==> src/pan_pkg.sv <==
package pan_pkg;

  // ------------------------------------------------------------
  // register indices and byte addresses
  // ------------------------------------------------------------
  localparam logic [7:0]  IDX_STATUS          = 8'hC0;
  localparam logic [7:0]  IDX_ACTIVITY_MASK   = 8'hC3;
  localparam logic [7:0]  IDX_NMI_MASK        = 8'hC4;
  localparam logic [7:0]  IDX_IO_RANGE        = 8'hC5;
  localparam logic [7:0]  IDX_EVENT_STATUS    = 8'hDC;
  localparam logic [11:0] ADDR_STATUS         = {2'h0, IDX_STATUS, 2'h0};
  localparam logic [11:0] ADDR_ACTIVITY_MASK  = {2'h0, IDX_ACTIVITY_MASK, 2'h0};
  localparam logic [11:0] ADDR_NMI_MASK       = {2'h0, IDX_NMI_MASK, 2'h0};
  localparam logic [11:0] ADDR_IO_RANGE       = {2'h0, IDX_IO_RANGE, 2'h0};
  localparam logic [11:0] ADDR_EVENT_STATUS   = {2'h0, IDX_EVENT_STATUS, 2'h0};

  // ------------------------------------------------------------
  // reset values
  // ------------------------------------------------------------
  localparam logic [7:0] RST_ACTIVITY_MASK = 8'h80;
  localparam logic [7:0] RST_NMI_MASK      = 8'hBE;
  localparam logic [7:0] RST_IO_RANGE      = 8'h00;

  // ------------------------------------------------------------
  // activity mask bits
  // ------------------------------------------------------------
  localparam int ACT_CHIP_SELECT = 0;
  localparam int ACT_KEYBOARD    = 1;
  localparam int ACT_CARD        = 2;
  localparam int ACT_SERIAL      = 3;
  localparam int ACT_DISK        = 5;
  localparam int ACT_VIDEO       = 6;
  localparam int ACT_RANGE       = 7;

  // ------------------------------------------------------------
  // nmi mask and event status bits
  // ------------------------------------------------------------
  localparam int NMI_AUX       = 1;
  localparam int NMI_PRIMARY   = 2;
  localparam int NMI_SECONDARY = 3;
  localparam int NMI_SLEEP     = 4;
  localparam int NMI_SUSPEND   = 5;
  localparam int NMI_GLOBAL    = 7;
  localparam logic [7:0] NMI_SOURCE_BITS = 8'h3E;

  // ------------------------------------------------------------
  // status register fields
  // ------------------------------------------------------------
  localparam int ST_ACTIVITY = 4;
  localparam int ST_LB2      = 3;
  localparam int ST_LB1      = 2;

  // ------------------------------------------------------------
  // watched address ranges
  // ------------------------------------------------------------
  localparam logic [9:0]  DISK_LO    = 10'h1F0;
  localparam logic [9:0]  DISK_HI    = 10'h1F7;
  localparam logic [9:0]  DISK_ALT_LO = 10'h3F6;
  localparam logic [9:0]  DISK_ALT_HI = 10'h3F7;
  localparam logic [9:0]  SER_A_LO   = 10'h2E8;
  localparam logic [9:0]  SER_A_HI   = 10'h2EF;
  localparam logic [9:0]  SER_B_LO   = 10'h2F8;
  localparam logic [9:0]  SER_B_HI   = 10'h2FF;
  localparam logic [9:0]  SER_C_LO   = 10'h3F8;
  localparam logic [9:0]  SER_C_HI   = 10'h3FF;
  localparam logic [9:0]  KBD_ADDR   = 10'h060;
  localparam logic [19:0] VID_A_LO   = 20'hA0000;
  localparam logic [19:0] VID_A_HI   = 20'hAFFFF;
  localparam logic [19:0] VID_B_LO   = 20'hB8000;
  localparam logic [19:0] VID_B_HI   = 20'hBFFFF;

  // ------------------------------------------------------------
  // power states and carriers
  // ------------------------------------------------------------
  typedef enum logic [1:0] {
    PAN_ON      = 2'b00,
    PAN_DOZE    = 2'b01,
    PAN_SLEEP   = 2'b10,
    PAN_SUSPEND = 2'b11
  } pan_state_t;

  typedef struct packed {
    logic        valid;
    logic        is_io;
    logic        is_write;
    logic [19:0] address;
  } pan_cycle_t;

  typedef struct packed {
    logic card_access;
    logic chip_select;
    logic suspend_expired;
    logic sleep_expired;
    logic primary_low_battery;
    logic secondary_low_battery;
    logic aux_event_input;
  } pan_events_t;

endpackage : pan_pkg

==> src/pan_activity_nmi.sv <==
// Our own choice: the APB slave port.
`timescale 1ns/100ps
module pan_activity_nmi
  import pan_pkg::*;
(
  input  wire logic        pclk,
  input  wire logic        presetn,
  input  wire logic        psel,
  input  wire logic        penable,
  input  wire logic        pwrite,
  input  wire logic [11:0] paddr,
  input  wire logic [31:0] pwdata,
  output logic             pready,
  output logic [31:0]      prdata,
  output logic             pslverr,
  input  wire pan_cycle_t  bus_cycle,
  input  wire pan_events_t events_in,
  output logic             nmi_request,
  output logic             activity_trigger,
  output logic             resume_request,
  output logic [1:0]       power_state
);

  // ------------------------------------------------------------
  // pin synchronisers
  // ------------------------------------------------------------
  pan_events_t ev_meta;
  pan_events_t ev_sync;
  pan_events_t ev_prev;

  always_ff @(posedge pclk or negedge presetn) begin
    if (!presetn) begin
      ev_meta <= '0;
      ev_sync <= '0;
      ev_prev <= '0;
    end else begin
      ev_meta <= events_in;
      ev_sync <= ev_meta;
      ev_prev <= ev_sync;
    end
  end

  // ------------------------------------------------------------
  // registers
  // ------------------------------------------------------------
  logic [7:0] activity_source_mask;
  logic [7:0] nmi_source_mask;
  logic [7:0] watched_io_range;
  logic [7:0] pending;
  logic       activity_status;
  pan_state_t state;

  wire        access     = psel && penable;
  wire        wr         = access && pwrite;
  wire        hit_status = (paddr == ADDR_STATUS);
  wire        hit_act    = (paddr == ADDR_ACTIVITY_MASK);
  wire        hit_nmi    = (paddr == ADDR_NMI_MASK);
  wire        hit_rng    = (paddr == ADDR_IO_RANGE);
  wire        hit_evt    = (paddr == ADDR_EVENT_STATUS);
  wire        hit_any    = hit_status | hit_act | hit_nmi | hit_rng | hit_evt;
  wire [7:0]  wbyte      = pwdata[7:0];

  // ------------------------------------------------------------
  // activity decode
  // ------------------------------------------------------------
  wire [9:0]  io_addr   = bus_cycle.address[9:0];
  wire        io_cyc    = bus_cycle.valid && bus_cycle.is_io;
  wire        in_disk   = (io_addr >= DISK_LO && io_addr <= DISK_HI) ||
                          (io_addr >= DISK_ALT_LO && io_addr <= DISK_ALT_HI);
  wire        in_serial = (io_addr >= SER_A_LO && io_addr <= SER_A_HI) ||
                          (io_addr >= SER_B_LO && io_addr <= SER_B_HI) ||
                          (io_addr >= SER_C_LO && io_addr <= SER_C_HI);
  wire        in_video  = (bus_cycle.address >= VID_A_LO && bus_cycle.address <= VID_A_HI) ||
                          (bus_cycle.address >= VID_B_LO && bus_cycle.address <= VID_B_HI);
  wire        small_win = watched_io_range[7];
  // start bit 0 ignored for 16 bytes
  wire [6:0]  cmp_mask  = small_win ? 7'h7F : 7'h7E;
  wire        in_range  = ((io_addr[9:3] ^ watched_io_range[6:0]) & cmp_mask) == 7'h00;

  wire        t_disk   = io_cyc && in_disk && !activity_source_mask[ACT_DISK];
  wire        t_serial = io_cyc && in_serial && !activity_source_mask[ACT_SERIAL];
  wire        t_card   = ev_sync.card_access && !activity_source_mask[ACT_CARD];
  wire        t_kbd    = io_cyc && (io_addr == KBD_ADDR) &&
                         !activity_source_mask[ACT_KEYBOARD];
  wire        t_cs     = ev_sync.chip_select && !activity_source_mask[ACT_CHIP_SELECT];
  wire        t_range  = io_cyc && in_range && !activity_source_mask[ACT_RANGE];
  wire        t_video  = bus_cycle.valid && !bus_cycle.is_io && bus_cycle.is_write &&
                         in_video && !activity_source_mask[ACT_VIDEO];
  wire        trigger  = t_disk | t_serial | t_card | t_kbd | t_cs | t_range | t_video;

  // ------------------------------------------------------------
  // nmi sources
  // ------------------------------------------------------------
  wire rise_aux  = ev_sync.aux_event_input && !ev_prev.aux_event_input;
  wire rise_lb1  = ev_sync.primary_low_battery && !ev_prev.primary_low_battery;
  wire rise_lb2  = ev_sync.secondary_low_battery && !ev_prev.secondary_low_battery;
  wire rise_susp = ev_sync.suspend_expired && !ev_prev.suspend_expired;
  wire rise_slp  = ev_sync.sleep_expired && !ev_prev.sleep_expired;
  wire slp_masked = nmi_source_mask[NMI_SLEEP];

  wire [7:0] new_events;
  assign new_events[NMI_GLOBAL]    = 1'b0;
  assign new_events[6]             = 1'b0;
  assign new_events[0]             = 1'b0;
  assign new_events[NMI_AUX]       = rise_aux;
  assign new_events[NMI_PRIMARY]   = rise_lb1;
  assign new_events[NMI_SECONDARY] = rise_lb2;
  assign new_events[NMI_SUSPEND]   = rise_susp;
  // sleep timer in doze or activity in sleep
  assign new_events[NMI_SLEEP]     = (rise_slp && state == PAN_DOZE) ||
                                     (trigger && state == PAN_SLEEP);

  // set wins over software clear (write 1 to clear)
  wire [7:0] clr_events = (wr && hit_evt) ? (wbyte & NMI_SOURCE_BITS) : 8'h00;
  wire [7:0] next_pending = (pending & ~clr_events) | new_events;

  wire       next_nmi = (|(pending & ~nmi_source_mask & NMI_SOURCE_BITS)) &&
                        !nmi_source_mask[NMI_GLOBAL];

  // resume on aux edge regardless of masks
  wire       next_resume = rise_aux && (state == PAN_SUSPEND);

  // ------------------------------------------------------------
  // power state
  // ------------------------------------------------------------
  pan_state_t next_state;
  always_comb begin
    next_state = state;
    case (state)
      PAN_ON:      next_state = PAN_ON;
      PAN_DOZE:    if (rise_slp && slp_masked) next_state = PAN_SLEEP;
      PAN_SLEEP:   if (trigger && slp_masked) next_state = PAN_ON;
      PAN_SUSPEND: if (rise_aux) next_state = PAN_ON;
      default:     next_state = PAN_ON;
    endcase
    if (wr && hit_status) begin
      next_state = pan_state_t'(wbyte[1:0]);
    end
  end

  // activity set wins over zero write
  wire next_activity = trigger ||
                       (activity_status && !(wr && hit_status && !wbyte[ST_ACTIVITY]));

  // ------------------------------------------------------------
  // register file
  // ------------------------------------------------------------
  always_ff @(posedge pclk or negedge presetn) begin
    if (!presetn) begin
      activity_source_mask <= RST_ACTIVITY_MASK;
      nmi_source_mask      <= RST_NMI_MASK;
      watched_io_range     <= RST_IO_RANGE;
    end else if (wr) begin
      if (hit_act) activity_source_mask <= wbyte & 8'hEF;
      if (hit_nmi) nmi_source_mask      <= wbyte & NMI_SOURCE_BITS | (wbyte & 8'h80);
      if (hit_rng) watched_io_range     <= wbyte;
    end
  end

  always_ff @(posedge pclk or negedge presetn) begin
    if (!presetn) begin
      pending          <= 8'h00;
      activity_status  <= 1'b0;
      state            <= PAN_ON;
      nmi_request      <= 1'b0;
      activity_trigger <= 1'b0;
      resume_request   <= 1'b0;
      power_state      <= 2'b00;
    end else begin
      pending          <= next_pending;
      activity_status  <= next_activity;
      state            <= next_state;
      nmi_request      <= next_nmi;
      activity_trigger <= trigger;
      resume_request   <= next_resume;
      power_state      <= next_state;
    end
  end

  // ------------------------------------------------------------
  // apb read path
  // ------------------------------------------------------------
  logic [7:0] rd_byte;
  always_comb begin
    rd_byte = 8'h00;
    if (hit_status) rd_byte = {3'h0, activity_status, ev_sync.secondary_low_battery,
                               ev_sync.primary_low_battery, state};
    if (hit_act)    rd_byte = activity_source_mask;
    if (hit_nmi)    rd_byte = nmi_source_mask;
    if (hit_rng)    rd_byte = watched_io_range;
    if (hit_evt)    rd_byte = pending;
  end

  always_ff @(posedge pclk or negedge presetn) begin
    if (!presetn) begin
      pready  <= 1'b0;
      prdata  <= 32'h0000_0000;
      pslverr <= 1'b0;
    end else begin
      pready  <= psel && !penable;
      prdata  <= (psel && !penable && !pwrite) ? {24'h000000, rd_byte} : 32'h0000_0000;
      pslverr <= psel && !penable && !hit_any;
    end
  end

endmodule : pan_activity_nmi

==> config.mk <==
export PLATFORM = sky130hd
export DESIGN_NAME = pan_activity_nmi
export DESIGN_NICKNAME = d
export VERILOG_FILES = /design/src/pan_pkg.sv /design/src/pan_activity_nmi.sv
export SDC_FILE = /design/constraint.sdc
export NUM_CORES = 1
export LEC_CHECK = 0
export ABC_AREA = 1
export BUFFER_PORTS_ARGS = -buffer_cell sky130_fd_sc_hd__buf_2
export CAP_MARGIN = 20
export CELL_PAD_IN_SITES_DETAIL_PLACEMENT = 1
export CELL_PAD_IN_SITES_GLOBAL_PLACEMENT = 2
export CORE_AREA = 2 2 106 108
export CTS_CLUSTER_DIAMETER = 200
export DETAILED_ROUTE_END_ITERATION = 12
export DIE_AREA = 0 0 108 110
export HOLD_SLACK_MARGIN = 0.06
export PLACE_DENSITY_LB_ADDON = 0.1
export RECOVER_POWER = 100
export SLEW_MARGIN = 20
export SYNTH_ARGS = -nofsm -noshare
export SYNTH_HDL_FRONTEND = slang
export SYNTH_SLANG_ARGS = --single-unit
==> constraint.sdc <==
create_clock -name pclk -period 2.6 [get_ports pclk]
set_clock_uncertainty 0.1 [all_clocks]
set_input_delay 0.52 -clock pclk [delete_from_list [all_inputs] [get_ports pclk]]
set_output_delay 0.52 -clock pclk [all_outputs]
set_load 0.02 [all_outputs]
==> results.md, run 1 <==
- TritonCTS created 9 clock buffers.
- Counting every sink on the clock net gives 61.
- The reg2reg setup slack is 0.90 ns.
- The library cells used most frequently in the layout, excluding fill and tap cells, are sky130_fd_sc_hd__nand2_1, sky130_fd_sc_hd__dfrtp_1, sky130_fd_sc_hd__inv_1.
- The number of DRC violations after detailed routing is 0.
- The max capacitance violation total is 1.
- The total wire length is slightly above 8000 um.
- Broken down by cell family, the worst path's largest delay share belongs to simple AND/OR/NAND/NOR gates.
- The launch point of the worst reg-to-reg path is activity_source_mask[1]$_DFFE_PN0P_.
- The type of origin of the critical path is an input port.
- The total congestion overflow is 0.
- The insertion delay to the later sink of the worst-skew pair is between 0.3 and 0.4 ns.
- The post-synthesis share of cell area spent on and, or, nand and nor gates is between 20% and 30%.
- The average detailed-routed wire length per instance is between 10 and 15 um.
- For this run, the top clock speed supported by timing is 503 MHz.
- The endpoint type of the worst setup path is a flop.
- The maximum buffer depth of the clock tree is 2.
- The endpoint identified for the worst register-to-register timing path is state[1]$_DFFE_PN0P_.
- Setup violations remaining at the end of the flow were counted as 0.
- The post-synthesis to final-layout area growth is 16.1%.
- For this run, the post-layout net count is a little over 500.
- The most common library cell in the layout ignoring fill and taps is sky130_fd_sc_hd__nand2_1.
- The combinational family with the most area after synthesis is simple AND/OR/NAND/NOR gates.
- The master cell of the clock root buffer is sky130_fd_sc_hd__clkbuf_8.
- The critical path data arrival time is ~2.1 ns.
- The number of iterations in the first detailed-routing pass is 4.
- Global routing used between 10% and 20% of the available tracks.
- The number of cell instances on the worst register-to-register path is 12.
- The post-cts gate resize count is 0.
- The number of antenna diodes is 0.
- For the pin with the worst max-slew slack, the measured transition is approximately 1.5 ns.
- The finished cells cover 0.00363 mm2.
- The cell with the biggest individual delay on the critical path is sky130_fd_sc_hd__nand2_1.
- Of the total power, the share spent switching nets is 21.9%.
- The full die area is 0.0119 mm2.
- The placed wire-length estimate after detailed placement is approximately 6500 um.
- Summing the areas of all xor and xnor instances in the mapped netlist gives less than 1% of the synthesized area.
- The critical path data required time is around 2.7 ns.
- Summing the areas of all compound-gate instances in the mapped netlist gives between 10% and 20% of the synthesized area.
- The fraction of final layout cells sized beyond drive strength 1 is between 20% and 30%.
- The maximum resistive drop on vdd is between 0.2 and 0.25 mV.
- The worst hold path begins at events_in[3].
- The final max-slew violation count is 26.
- Setup repair after global routing left no endpoint under its margin.
- The signal on the critical path passes through buf_2 -> nor2_1 -> nand3_4 -> nor3_1 -> nand2_1 -> inv_4 -> nand2_1 -> o21ai_0.
- Combinational logic burns 7.5% of the power.
- The number of buffer and inverter stages on the critical path is 2.
- Clock-pin slew was measured on the worst setup and hold paths at 0.07 ns.
- The vias after detailed routing is between 2000 and 2500.
- For hold timing, the worst endpoint is ev_meta[3]$_DFF_PN0_.
- Counting distinct cell types in the post-synthesis netlist gives 37.
- In this run the static leakage power is about 1.8 nW.
- A synthesized cell averages roughly 8.9 um2.
- The floorplan step set the die width to ~110 um.
- The final reports fail on capacitance limit, slew limit.
- The start-to-end type of the worst setup path is input port to flop.
- The headroom to the max-slew limit is -2.72%.
- The worst hold path belongs to the class input port to flop.
- The hold violation count in the final report is 0.
- The critical path's most frequent cell is sky130_fd_sc_hd__nand2_1.
- For this design the total switching power over the nets is ~480 uW.
- The minimum period implied by the final worst setup slack is roughly 2.0 ns.
- The setup TNS after final layout is 0 ns.
- Once placement finished, the instance area stood at 0.00351 mm2.
- The share of synthesized area spent on multiplexers is 0%.
- Row generation in the floorplan step produced 38 rows.
- The number of buffers inserted by hold repair at cts is 0.
- For this block, the initial DRC count from the detailed router was 66.
- The CTS tree is built.
- The part of the Yosys area used for sequential elements is 49.1%.
- For this design the ratio of total power to cell area is 599 mW/mm2.
- The count of buffers added by post-CTS timing repair for setup is 0.
- The number of H-tree branching levels is 3.
- At the end of routability-driven placement, the weighted congestion stood at ~0.75.
- The cell area that synthesis handed to floorplanning was 0.00313 mm2.
- The number of antenna violations at the first check in global routing came to 0.
- The number of cells produced by synthesis is 353.
- Input and output buffers added on the ports amount to 64.
- Dividing the detail-routed via count by the number of cells gives 4.31.
- The clock network burns between 40 and 50% of the power.
- Of the total synthesized cell area, the portion taken by full adders, half adders and majority gates is 0%.
- The flow ran to the end, but the final reports show violations.
- The sequential power share is 44.8%.
- The final clock period utilization by the worst path is approximately three quarters.
- The biggest fanout along the worst timing path is 16.
- The die is 110 um tall.
- The internal portion of the total power is ~1.7 mW.
- Counting flops and latches in the post-synthesis netlist gives between 60 and 70.
- between 100 and 150 I/O pins were placed.
- The delay of the slowest cell on the worst path is about 0.37 ns.
- Once the floorplan was initialized, standard cells occupied between 20% and 30% of the core.
- The number of antenna-violating nets in the routed design is 0.
- The via count of the first global-routing pass is approximately 2600.
- The first global-routing pass estimated ~13000 um of wire.
- The maximum number of pins on one net before global-route repair is 37.
- For this run, the number of Yosys warnings is 0.
- The worst hold path stage count is 1.
- The area of the core is roughly 0.011 mm2.
## state kept, by name, summed over array words and instances, names as in the netlist, 2 cells and up
signal,cells
activity_source_mask,7
ev_meta,7
ev_prev,5
ev_sync,7
nmi_source_mask,6
pending,5
prdata,8
state,2
watched_io_range,8
## Yosys cell counts, drive strengths merged
cell type,number,share of area (%)
o21bai,1,0.24
o211ai,2,0.64
nor2,28,4.2
o221ai,2,0.56
a211oi,1,0.40
inv,57,7.1
dfrtp,54,43
a221oi,1,0.28
o22ai,2,0.40
buf,27,6.8
o31ai,1,0.24
a41oi,1,0.28
o21ai,46,9.9
nor3,6,1.5
nor4,1,0.68
nand2,84,12
a21oi,8,1.3
clkinv,1,0.16
nand4,6,1.2
dfstp,7,5.9
conb,1,0.12
xor2,1,0.28
nand3,15,3.0
## metal layers
metal,GRT usage (%),up-vias,part of all wire (%)
li1,-,1226,-
met1,19.4,1157,46
met2,25.5,63,48
met3,3.94,5,5.1
met4,2.75,0,0.70
met5,0,-,0
## worst register-to-register path: cells and delay by family (launching register included)
family / cells / cell delay, ns
AND/OR/NAND/NOR: 10 / 0.80
flip-flops: 1 / 0.38
AO/OA/AOI/OAI: 1 / 0.18
buffers and inverters: 1 / 0.15
## final cells by class
| class | instances | area (um2) |
|---|---|---|
| Clock buffer | 11 | 151 |
| Sequential cell | 61 | 1540 |
| Tap cell | 140 | 175 |
| Multi-Input combinational cell | 230 | 1130 |
| Timing Repair Buffer | 65 | 319 |
| Fill cell | 1308 | 7070 |
| Clock inverter | 4 | 95.1 |
| Inverter | 58 | 224 |
## cell families (layout without fill, tap and decap cells)
group,Yosys count,in the layout
and+or+nand+nor,140,140
other,1,24
buffers and inverters,85,138
AOI/OAI and AO/OA,65,65
DFF,61,61
xor gates and xnor gates,1,1
## power by group through the flow
stage	clock, mW	combinational (mW)	sequential (mW)
2_1_floorplan	0	0.110	0.994
3_3_place_gp	0	0.173	0.991
3_5_place_dp	0	0.176	0.992
4_1_cts	1.08	0.176	0.974
5_1_grt	1.12	0.187	0.976
6_report	1.04	0.164	0.974
## how the worst max path moves through the flow
stage                     depth (start not counted)                              end                                start  slack [ns]
after global routing                             10              prdata[5]$_DFF_PN0_                            paddr[11]        0.38
after detailed placement                          7             state[0]$_DFFE_PN0P_                             paddr[1]        0.53
after floorplan                                   9  watched_io_range[3]$_DFFE_PN0P_                             paddr[1]        0.95
after CTS                                        12             state[1]$_DFFE_PN0P_  activity_source_mask[1]$_DFFE_PN0P_        0.86
after global placement                            8             state[1]$_DFFE_PN0P_                             paddr[1]        0.55
final                                             8  watched_io_range[6]$_DFFE_PN0P_                            paddr[11]        0.61
## metrics by stage
stage | utilization [%] | std cells | worst slack (ns) | power (mW) | hold WS (ns)
after global routing | 33.9 | 569 | 0.381 | 2.28 | 0.161
after floorplan | - | 376 | 0.955 | 1.10 | 0.124
after detailed placement | 32.8 | 554 | 0.529 | 1.17 | 0.236
after CTS | 35.1 | 569 | 0.856 | 2.23 | 0.121
after global placement | 32.8 | 554 | 0.545 | 1.16 | 0.232
final | 33.9 | 569 | 0.613 | 2.17 | 0.184
(Power assumes the default switching activity.)
==> run 2, diff against run 1 <==
--- a/config.mk
+++ b/config.mk
@@ -5,15 +5,15 @@
 export SDC_FILE = /design/constraint.sdc
 export NUM_CORES = 1
 export LEC_CHECK = 0
-export ABC_AREA = 1
+export ABC_AREA = 0
 export BUFFER_PORTS_ARGS = -buffer_cell sky130_fd_sc_hd__buf_2
 export CAP_MARGIN = 20
 export CELL_PAD_IN_SITES_DETAIL_PLACEMENT = 1
 export CELL_PAD_IN_SITES_GLOBAL_PLACEMENT = 2
-export CORE_AREA = 2 2 106 108
+export CORE_AREA = 2 2 103 105
 export CTS_CLUSTER_DIAMETER = 200
 export DETAILED_ROUTE_END_ITERATION = 12
-export DIE_AREA = 0 0 108 110
+export DIE_AREA = 0 0 105 107
 export HOLD_SLACK_MARGIN = 0.06
 export PLACE_DENSITY_LB_ADDON = 0.1
 export RECOVER_POWER = 100
==> constraint.sdc (replaced) <==
create_clock -name pclk -period 1.9 [get_ports pclk]
set_clock_uncertainty 0.1 [all_clocks]
set_input_delay 0.38 -clock pclk [delete_from_list [all_inputs] [get_ports pclk]]
set_output_delay 0.38 -clock pclk [all_outputs]
set_load 0.02 [all_outputs]
==> results.md, run 2 <==
- The flow ran to the end, but the final reports show violations.
- The final reports fail on setup timing.
- The master cell of the clock root buffer is sky130_fd_sc_hd__clkbuf_8.
- The total wire length is 8530 um (+4.4%).
- The number of top-level design ports is 118 (unchanged).
- The via count of the first global-routing pass came to 2475 (-4.0%).
- The timing-limited maximum frequency is 516 MHz.
- Among all stages on the critical path, the largest delay is contributed by sky130_fd_sc_hd__or4_4.
- The number of cells produced by synthesis is 262 (-26%).
- The maximum resistive drop on vdd is 0.301 mV (+33%).
- The cell area after synthesis is 0.00287 mm2 (-8.2%).
- The per-instance average area after synthesis came to 11.0 um2 (+24%).
- The final weighted congestion in routability-driven placement is 0.769 (+2.5%).
- The max capacitance violation total came to 0 (-1).
- The critical path's most frequent cell is sky130_fd_sc_hd__or4_4.
- The effective utilization at floorplan came to 28.4% (-0.79 points).
- The delay of the slowest cell on the worst path is 0.54 ns (+0.17 ns).
- The count of routing violations after the opening detailed-route iteration is 97 (+47%).
- The via density per instance is 4.53 (+5.1%).
- The total congestion overflow is 0 (unchanged).
- The slew of the pin with the lowest slew margin was 0.854 ns (-0.687 ns).
- The area of the core is 0.0101 mm2 (-5.7%).
- The classification of the worst-slack hold path is input port to flop.
- The number of clock sinks is 61 (unchanged).
- The number of fillers in the final layout is 1200 (-8.3%).
- The number of placement rows is 37 (-2.6%).
- The insertion delay to the later sink of the worst-skew pair is 0.34 ns (about the same).
- The vias after detailed routing came to 2354 (-4.0%).
- The number of antenna violations at the first check in global routing is 0 (unchanged).
- The placed wire-length estimate after detailed placement is 6480 um (+0.31%).
- The average detailed-routed wire length per instance is 16.4 um (+14%).
- The fraction of final layout cells sized beyond drive strength 1 is 34.1% (+12 points).
- The global-route wire length before repair is 13500 um (+0.26%).
- The proportion of register bits with asynchronous set or reset after synthesis is 100% (unchanged).
- The count of synthesis-stage warnings from yosys is 0 (unchanged).
- The biggest fanout along the worst timing path is 3 (-13).
- The final number of setup-violating endpoints was 3 (+3).
- The number of antenna-violating nets in the routed design is 0 (unchanged).
- The type of origin of the critical path is an input port.
- In the finished design, the share of the clock period the worst path needs comes to 102%.
- After layout, the minimum clock period comes to just under 2 ns.
- The start-to-end type of the worst setup path is input port to flop.
- The leakage power of the design is 1.83 nW (+3.2%).
- The power per unit of standard cell area is 747 mW/mm2 (+25%).
- The worst setup path is captured at a flop.
- The critical path data required time is 2.02 ns (-0.72 ns).
- The worst path setup slack after routing came to -0.0374 ns (-0.651 ns).
- The kind of cell with the highest combined delay along the critical path is simple AND/OR/NAND/NOR gates.
- Setup repair after global routing could not meet its margin everywhere.
- The number of distinct library cell variants in the gate-level netlist after synthesis is 48 (+30%).
- The number of H-tree branching levels is 3 (unchanged).
- The number of DRC violations after detailed routing is 0 (unchanged).
- The commonest cells after synthesis are sky130_fd_sc_hd__dfrtp_1, sky130_fd_sc_hd__nand2_1, sky130_fd_sc_hd__buf_4.
- The die height is 107 um (-2.7%).
- The proportion of netlist area held by the largest area contributor came to 47.1% (+3.9 points).
- The clock slew seen by the registers of the worst setup and hold paths is 0.07 ns (about the same).
- The total power after layout is 2.85 mW (+31%).
- Among all cell types in the netlist, the one instantiated most often is sky130_fd_sc_hd__dfrtp_1.
- The post-synthesis to final-layout area growth is 32.9%.
- The maximum buffer depth of the clock tree is 2 (unchanged).
- TritonCTS built the clock tree.
- The final max-slew violation count is 0 (-100%).
- The number of enable-type register cells in the synthesized netlist is 0 (unchanged).
- The number of antenna diodes is 0 (unchanged).
- The headroom to the max-slew limit is 43.1% (+46 points).
- The hold violation count in the final report is 0 (unchanged).
- The number of port buffers is 64 (unchanged).
- The number of storage elements in the synthesis netlist is 61 (unchanged).
- The maximum number of pins on one net before global-route repair came to 62 (+68%).
- The smallest hold slack is 0.183 ns (-0.000942 ns).
- The largest registers in the layout are prdata (8), watched_io_range (8).
- The dominant cell type by area after synthesis is sky130_fd_sc_hd__dfrtp_1.
- The number of buffer and inverter stages on the critical path came to 1 (-1).
- The total clock buffers created by CTS was 9 (unchanged).
- In the layout the commonest cells are sky130_fd_sc_hd__dfrtp_1, sky130_fd_sc_hd__buf_2, sky130_fd_sc_hd__buf_4.
- The most common library cell in the layout ignoring fill and taps is sky130_fd_sc_hd__dfrtp_1.
- The critical path data arrival time is 2.06 ns (-0.07 ns).
- The overall die width is 105 um (-2.8%).
- The aggregate global-route resource usage was 16.0% (+1.1 points).
- The full die area came to 0.0112 mm2 (-5.4%).
- The count of nets after finishing is 458 (-9.1%).
- Walking the worst path, the cells encountered are buf_6 -> or4_4 -> or4_4 -> nor2_8 -> nand2_2 -> a221o_1.
- The part of the Yosys area used for sequential elements is 53.5% (+4.4 points).
- The number of iterations in the first detailed-routing pass came to 4 (unchanged).
- Sorting the synthesized cells by area gives the leading types as sky130_fd_sc_hd__dfrtp_1, sky130_fd_sc_hd__dfstp_2, sky130_fd_sc_hd__buf_4, sky130_fd_sc_hd__mux2_2, sky130_fd_sc_hd__nand2_1.
- The top flip-flop cell by instance count after synthesis is sky130_fd_sc_hd__dfrtp_1.
[run 2: changes by cell type after synthesis, sizes merged, moves of 5 or more]
cell	delta
xor2	+6
o21ai	-32
nand2	-57
mux2	+15
nand3	-6
nor2	-18
inv	-44
or4	+5
[run 2: layout make-up]
| type | count | area [um2] | area share [%] |
|---|---|---|---|
| sequential | 61 | 1540 | 40.3 |
| multi-input combinational | 182 | 1190 | 31.3 |
| timing repair buffer | 112 | 674 | 17.7 |
| tap | 136 | 170 | 4.46 |
| clock buffer | 12 | 145 | 3.81 |
| inverter | 13 | 48.8 | 1.28 |
| clock inverter | 4 | 47.5 | 1.25 |
[run 2: power breakdown]
part	internal (mW)	total [mW]	leakage (nW)	switching, mW
Sequential	1.34	1.38	0.725	0.0372
Clock	0.638	1.15	0.0964	0.510
Combinational	0.122	0.318	1.01	0.196
Total	2.11	2.85	1.83	0.743
[run 2: metrics by stage]
stage / instance area [um2] / std cells / TNS (ns) / setup WS, ns / utilization (%)
global placement: 3570 / 495 / -7.65 / -0.380 / 35.3
finish: 3810 / 520 / -0.0570 / -0.0374 / 37.8
detailed placement: 3570 / 495 / -7.47 / -0.391 / 35.3
global route: 3810 / 520 / -0.168 / -0.0573 / 37.8
CTS: 3850 / 519 / -0.0152 / -0.0152 / 38.1
floorplan: 2980 / 285 / -1.30 / -0.324 / -
[run 2: worst paths after layout]
path,slack [ns],depth (start not counted),start,end
max,-0.04,6,paddr[1],pending[4]$_DFF_PN0_
min,0.18,2,penable,pready$_DFF_PN0_
max reg2reg,0.06,6,activity_source_mask[6]$_DFFE_PN0P_,pending[4]$_DFF_PN0_
min reg2reg,0.25,0,ev_meta[2]$_DFF_PN0_,ev_sync[2]$_DFF_PN0_
max in group asynchronous,0.45,3,presetn,ev_sync[6]$_DFF_PN0_
min in group asynchronous,0.69,3,presetn,prdata[3]$_DFF_PN0_
[run 2: cells by family after synthesis]
logic type | Yosys count | share of synthesized area [%]
simple gates | 90 | 18.0
flops | 61 | 53.5
compound gates | 45 | 11.1
buf+inv | 42 | 8.90
mux | 16 | 6.24
xor+xnor | 7 | 2.14
other cells | 1 | 0.131
[run 2: per-layer routing]
layer	vias up	share of wire, %	track usage, %
met5	-	0	0
met4	0	1.3	7.43
met3	9	4.3	3.10
met2	62	49	25.1
met1	1158	45	21.4
li1	1125	-	-
[run 2: repair_timing]
action                                  in CTS  in global routing
endpoints found under the hold margin       61                  0
endpoints found under the setup margin       3                  8
hold buffers                                 8                  0
gates resized for setup                      1                  4
pin swaps                                    0                  1
buffers inserted                             0                  1
==> run 3, diff against run 2 <==
==> constraint.sdc (replaced) <==
create_clock -name pclk -period 1.9 [get_ports pclk]
set_clock_uncertainty 0.1 [all_clocks]
set_input_delay 0.095 -clock pclk [delete_from_list [all_inputs] [get_ports pclk]]
set_output_delay 0.095 -clock pclk [all_outputs]
set_load 0.02 [all_outputs]
==> results.md, run 3 (synthesized netlist as in run 2, its figures left out) <==
- The final weighted congestion in routability-driven placement came to 0.744 (-3.2%).
- The critical path data required time is 2.02 ns (about the same).
- The maximum number of pins on one net before global-route repair is 26 (-58%).
- The maximum buffer depth of the clock tree is 2 (unchanged).
- The minimum period implied by the final worst setup slack is 1.79 ns (-0.149 ns).
- The leakage power of the design is 1.76 nW (-4.0%).
- The via count of the first global-routing pass is 2433 (-1.7%).
- The delay of the slowest cell on the worst path is 0.60 ns (+0.06 ns).
- The number of antenna violations at the first check in global routing is 0 (unchanged).
- The total wire length is 8460 um (-0.84%).
- The number of top-level design ports is 118 (unchanged).
- The gate family responsible for the most delay along the worst path is simple AND/OR/NAND/NOR gates.
- The number of H-tree branching levels came to 3 (unchanged).
- The aggregate global-route resource usage was 15.8% (-0.19 points).
- The number of port buffers is 64 (unchanged).
- The count of nets after finishing is 453 (-1.1%).
- The most common library cell in the layout ignoring fill and taps is sky130_fd_sc_hd__dfrtp_1.
- The full die area came to 0.0112 mm2 (unchanged).
- The share of the core filled with cells in the final layout is 36.9% (-0.88 points).
- The tree is rooted in a sky130_fd_sc_hd__clkbuf_8.
- The start-to-end type of the worst setup path is input port to flop.
- The vias after detailed routing was 2359 (+0.21%).
- The number of clock sinks is 61 (unchanged).
- The type of origin of the critical path is an input port.
- The post-layout instance area was 0.00372 mm2 (-2.3%).
- The power per unit of standard cell area is 717 mW/mm2 (-4.0%).
- The slew of the pin with the lowest slew margin was 0.766 ns (-0.0879 ns).
- The timing-limited maximum frequency was 559 MHz (+8.4%).
- The total clock buffers created by CTS was 9 (unchanged).
- The final max-slew violation count came to 0 (unchanged).
- The count of buffers added by post-CTS timing repair for setup came to 0 (unchanged).
- The largest registers in the layout are prdata (8), watched_io_range (8).
- The global routing usage on met2 is 26.3% (+1.2 points).
- The critical path's most frequent cell is sky130_fd_sc_hd__or4_1.
- The total congestion overflow came to 0 (unchanged).
- On the critical path, the stage with the largest delay is an instance of sky130_fd_sc_hd__or4_1.
- The biggest fanout along the worst timing path is 3 (unchanged).
- The critical path data arrival time came to 1.91 ns (-0.15 ns).
- The number of DRC violations after detailed routing is 0 (unchanged).
- The global-route track usage on met3 was 4.19% (+1.1 points).
- The library cells used most frequently in the layout, excluding fill and tap cells, are sky130_fd_sc_hd__dfrtp_1, sky130_fd_sc_hd__buf_2, sky130_fd_sc_hd__nand2_1.
- The signal on the critical path passes through buf_2 -> or4_1 -> or4_1 -> nor2_8 -> nand2_2 -> a221o_1.
- The effective utilization at floorplan came to 28.4% (unchanged).
- The count of placed standard cells including taps is 480 (-3.0%).
- The number of antenna-violating nets in the routed design is 0 (unchanged).
- The area of the core is 0.0101 mm2 (unchanged).
- The average detailed-routed wire length per instance was 16.4 um (+0.12%).
- The global routing met1 resource utilization is 20.5% (-0.95 points).
- The total placed instance area is 0.00343 mm2 (-3.8%).
- TritonCTS built the clock tree.
- The number of buffer and inverter stages on the critical path came to 1 (unchanged).
- The via density per instance is 4.58 (+1.2%).
- The final non-filler cell total came to 515 (-0.96%).
- The number of iterations in the first detailed-routing pass was 4 (unchanged).
- The number of antenna diodes is 0 (unchanged).
- The clock slew seen by the registers of the worst setup and hold paths was 0.07 ns (about the same).
- The die height is 107 um (unchanged).
- The path class of the tightest hold or removal check is input port to flop.
- The max capacitance violation total was 0 (unchanged).
- The placed wire-length estimate after detailed placement is 6630 um (+2.4%).
- The insertion delay to the later sink of the worst-skew pair is 0.34 ns (about the same).
- The number of placement rows is 37 (unchanged).
- The hold violation count in the final report is 0 (unchanged).
- The final clock period utilization by the worst path is 94.1% (-7.9 points).
- The maximum resistive drop on vdd came to 0.311 mV (+3.3%).
- Setup repair after global routing left no endpoint under its margin.
- The run finished with clean final reports.
- STA classifies the critical path endpoint as a flop.
- The fraction of final layout cells sized beyond drive strength 1 was 28.0% (-6.1 points).
- The headroom to the max-slew limit is 48.9% (+5.9 points).
- The global-route wire length before repair is 13200 um (-1.9%).
- The final number of setup-violating endpoints is 0 (-3).
- The area growth from synthesis to layout is 29.8%.
- The overall die width was 105 um (unchanged).
- The count of routing violations after the opening detailed-route iteration is 83 (-14%).
- The routing layer with the top usage in global route is met2.
## run 3: power by group
part	internal (mW)	leakage (nW)	switching, mW	total, mW
registers	1.34	0.725	0.0369	1.38
logic	0.121	0.950	0.194	0.314
clock network	0.467	0.0868	0.509	0.975
## run 3: layout make-up
class	instances	area, um2
clock buffer	11	131
clock inverter	5	28.8
fill	1210	6370
inverter	13	48.8
multi-input combinational	182	1170
sequential	61	1540
tap	136	170
timing repair buffer	107	641
## run 3: stage by stage
step                      power, mW  hold slack, ns  setup TNS [ns]  worst slack (ns)
after CTS                      2.73           0.118               0            0.0190
after global routing           2.82           0.131               0            0.0244
after detailed placement       1.70          0.0535          -0.694            -0.131
final                          2.67           0.141               0             0.112
after floorplan                1.57          -0.301         -0.0398           -0.0398
after global placement         1.70          0.0646          -0.849            -0.132
## run 3: repair_timing
item                                   4_1_cts  5_1_grt
setup endpoints to repair                    0        2
gates resized for setup                      0        5
hold buffers                                19        0
endpoints found under the hold margin       58        0
## run 3: worst min-delay path: stages
cell and delay [ns]:
sky130_fd_sc_hd__buf_2 0.11, sky130_fd_sc_hd__buf_4 0.19, sky130_fd_sc_hd__nand3_1 0.08, sky130_fd_sc_hd__a21oi_1 0.06
## run 3: per-layer routing
metal / vias up / share of wire, %
met5: - / 0
met1: 1175 / 45
met2: 61 / 49
met4: 0 / 1.1
met3: 7 / 4.8
li1: 1116 / -
## run 3: final timing paths
kind | startpoint | to | slack, ns | cells after the start
worst max-delay path | paddr[1] | pending[4]$_DFF_PN0_ | 0.11 | 6
worst min-delay path | paddr[2] | prdata[0]$_DFF_PN0_ | 0.14 | 4
worst max register to register | activity_source_mask[1]$_DFFE_PN0P_ | pending[4]$_DFF_PN0_ | 0.13 | 6
worst min register to register | ev_meta[2]$_DFF_PN0_ | ev_sync[2]$_DFF_PN0_ | 0.25 | 0
max in group asynchronous | presetn | watched_io_range[2]$_DFFE_PN0P_ | 0.38 | 3
min in group asynchronous | presetn | prdata[2]$_DFF_PN0_ | 0.21 | 2
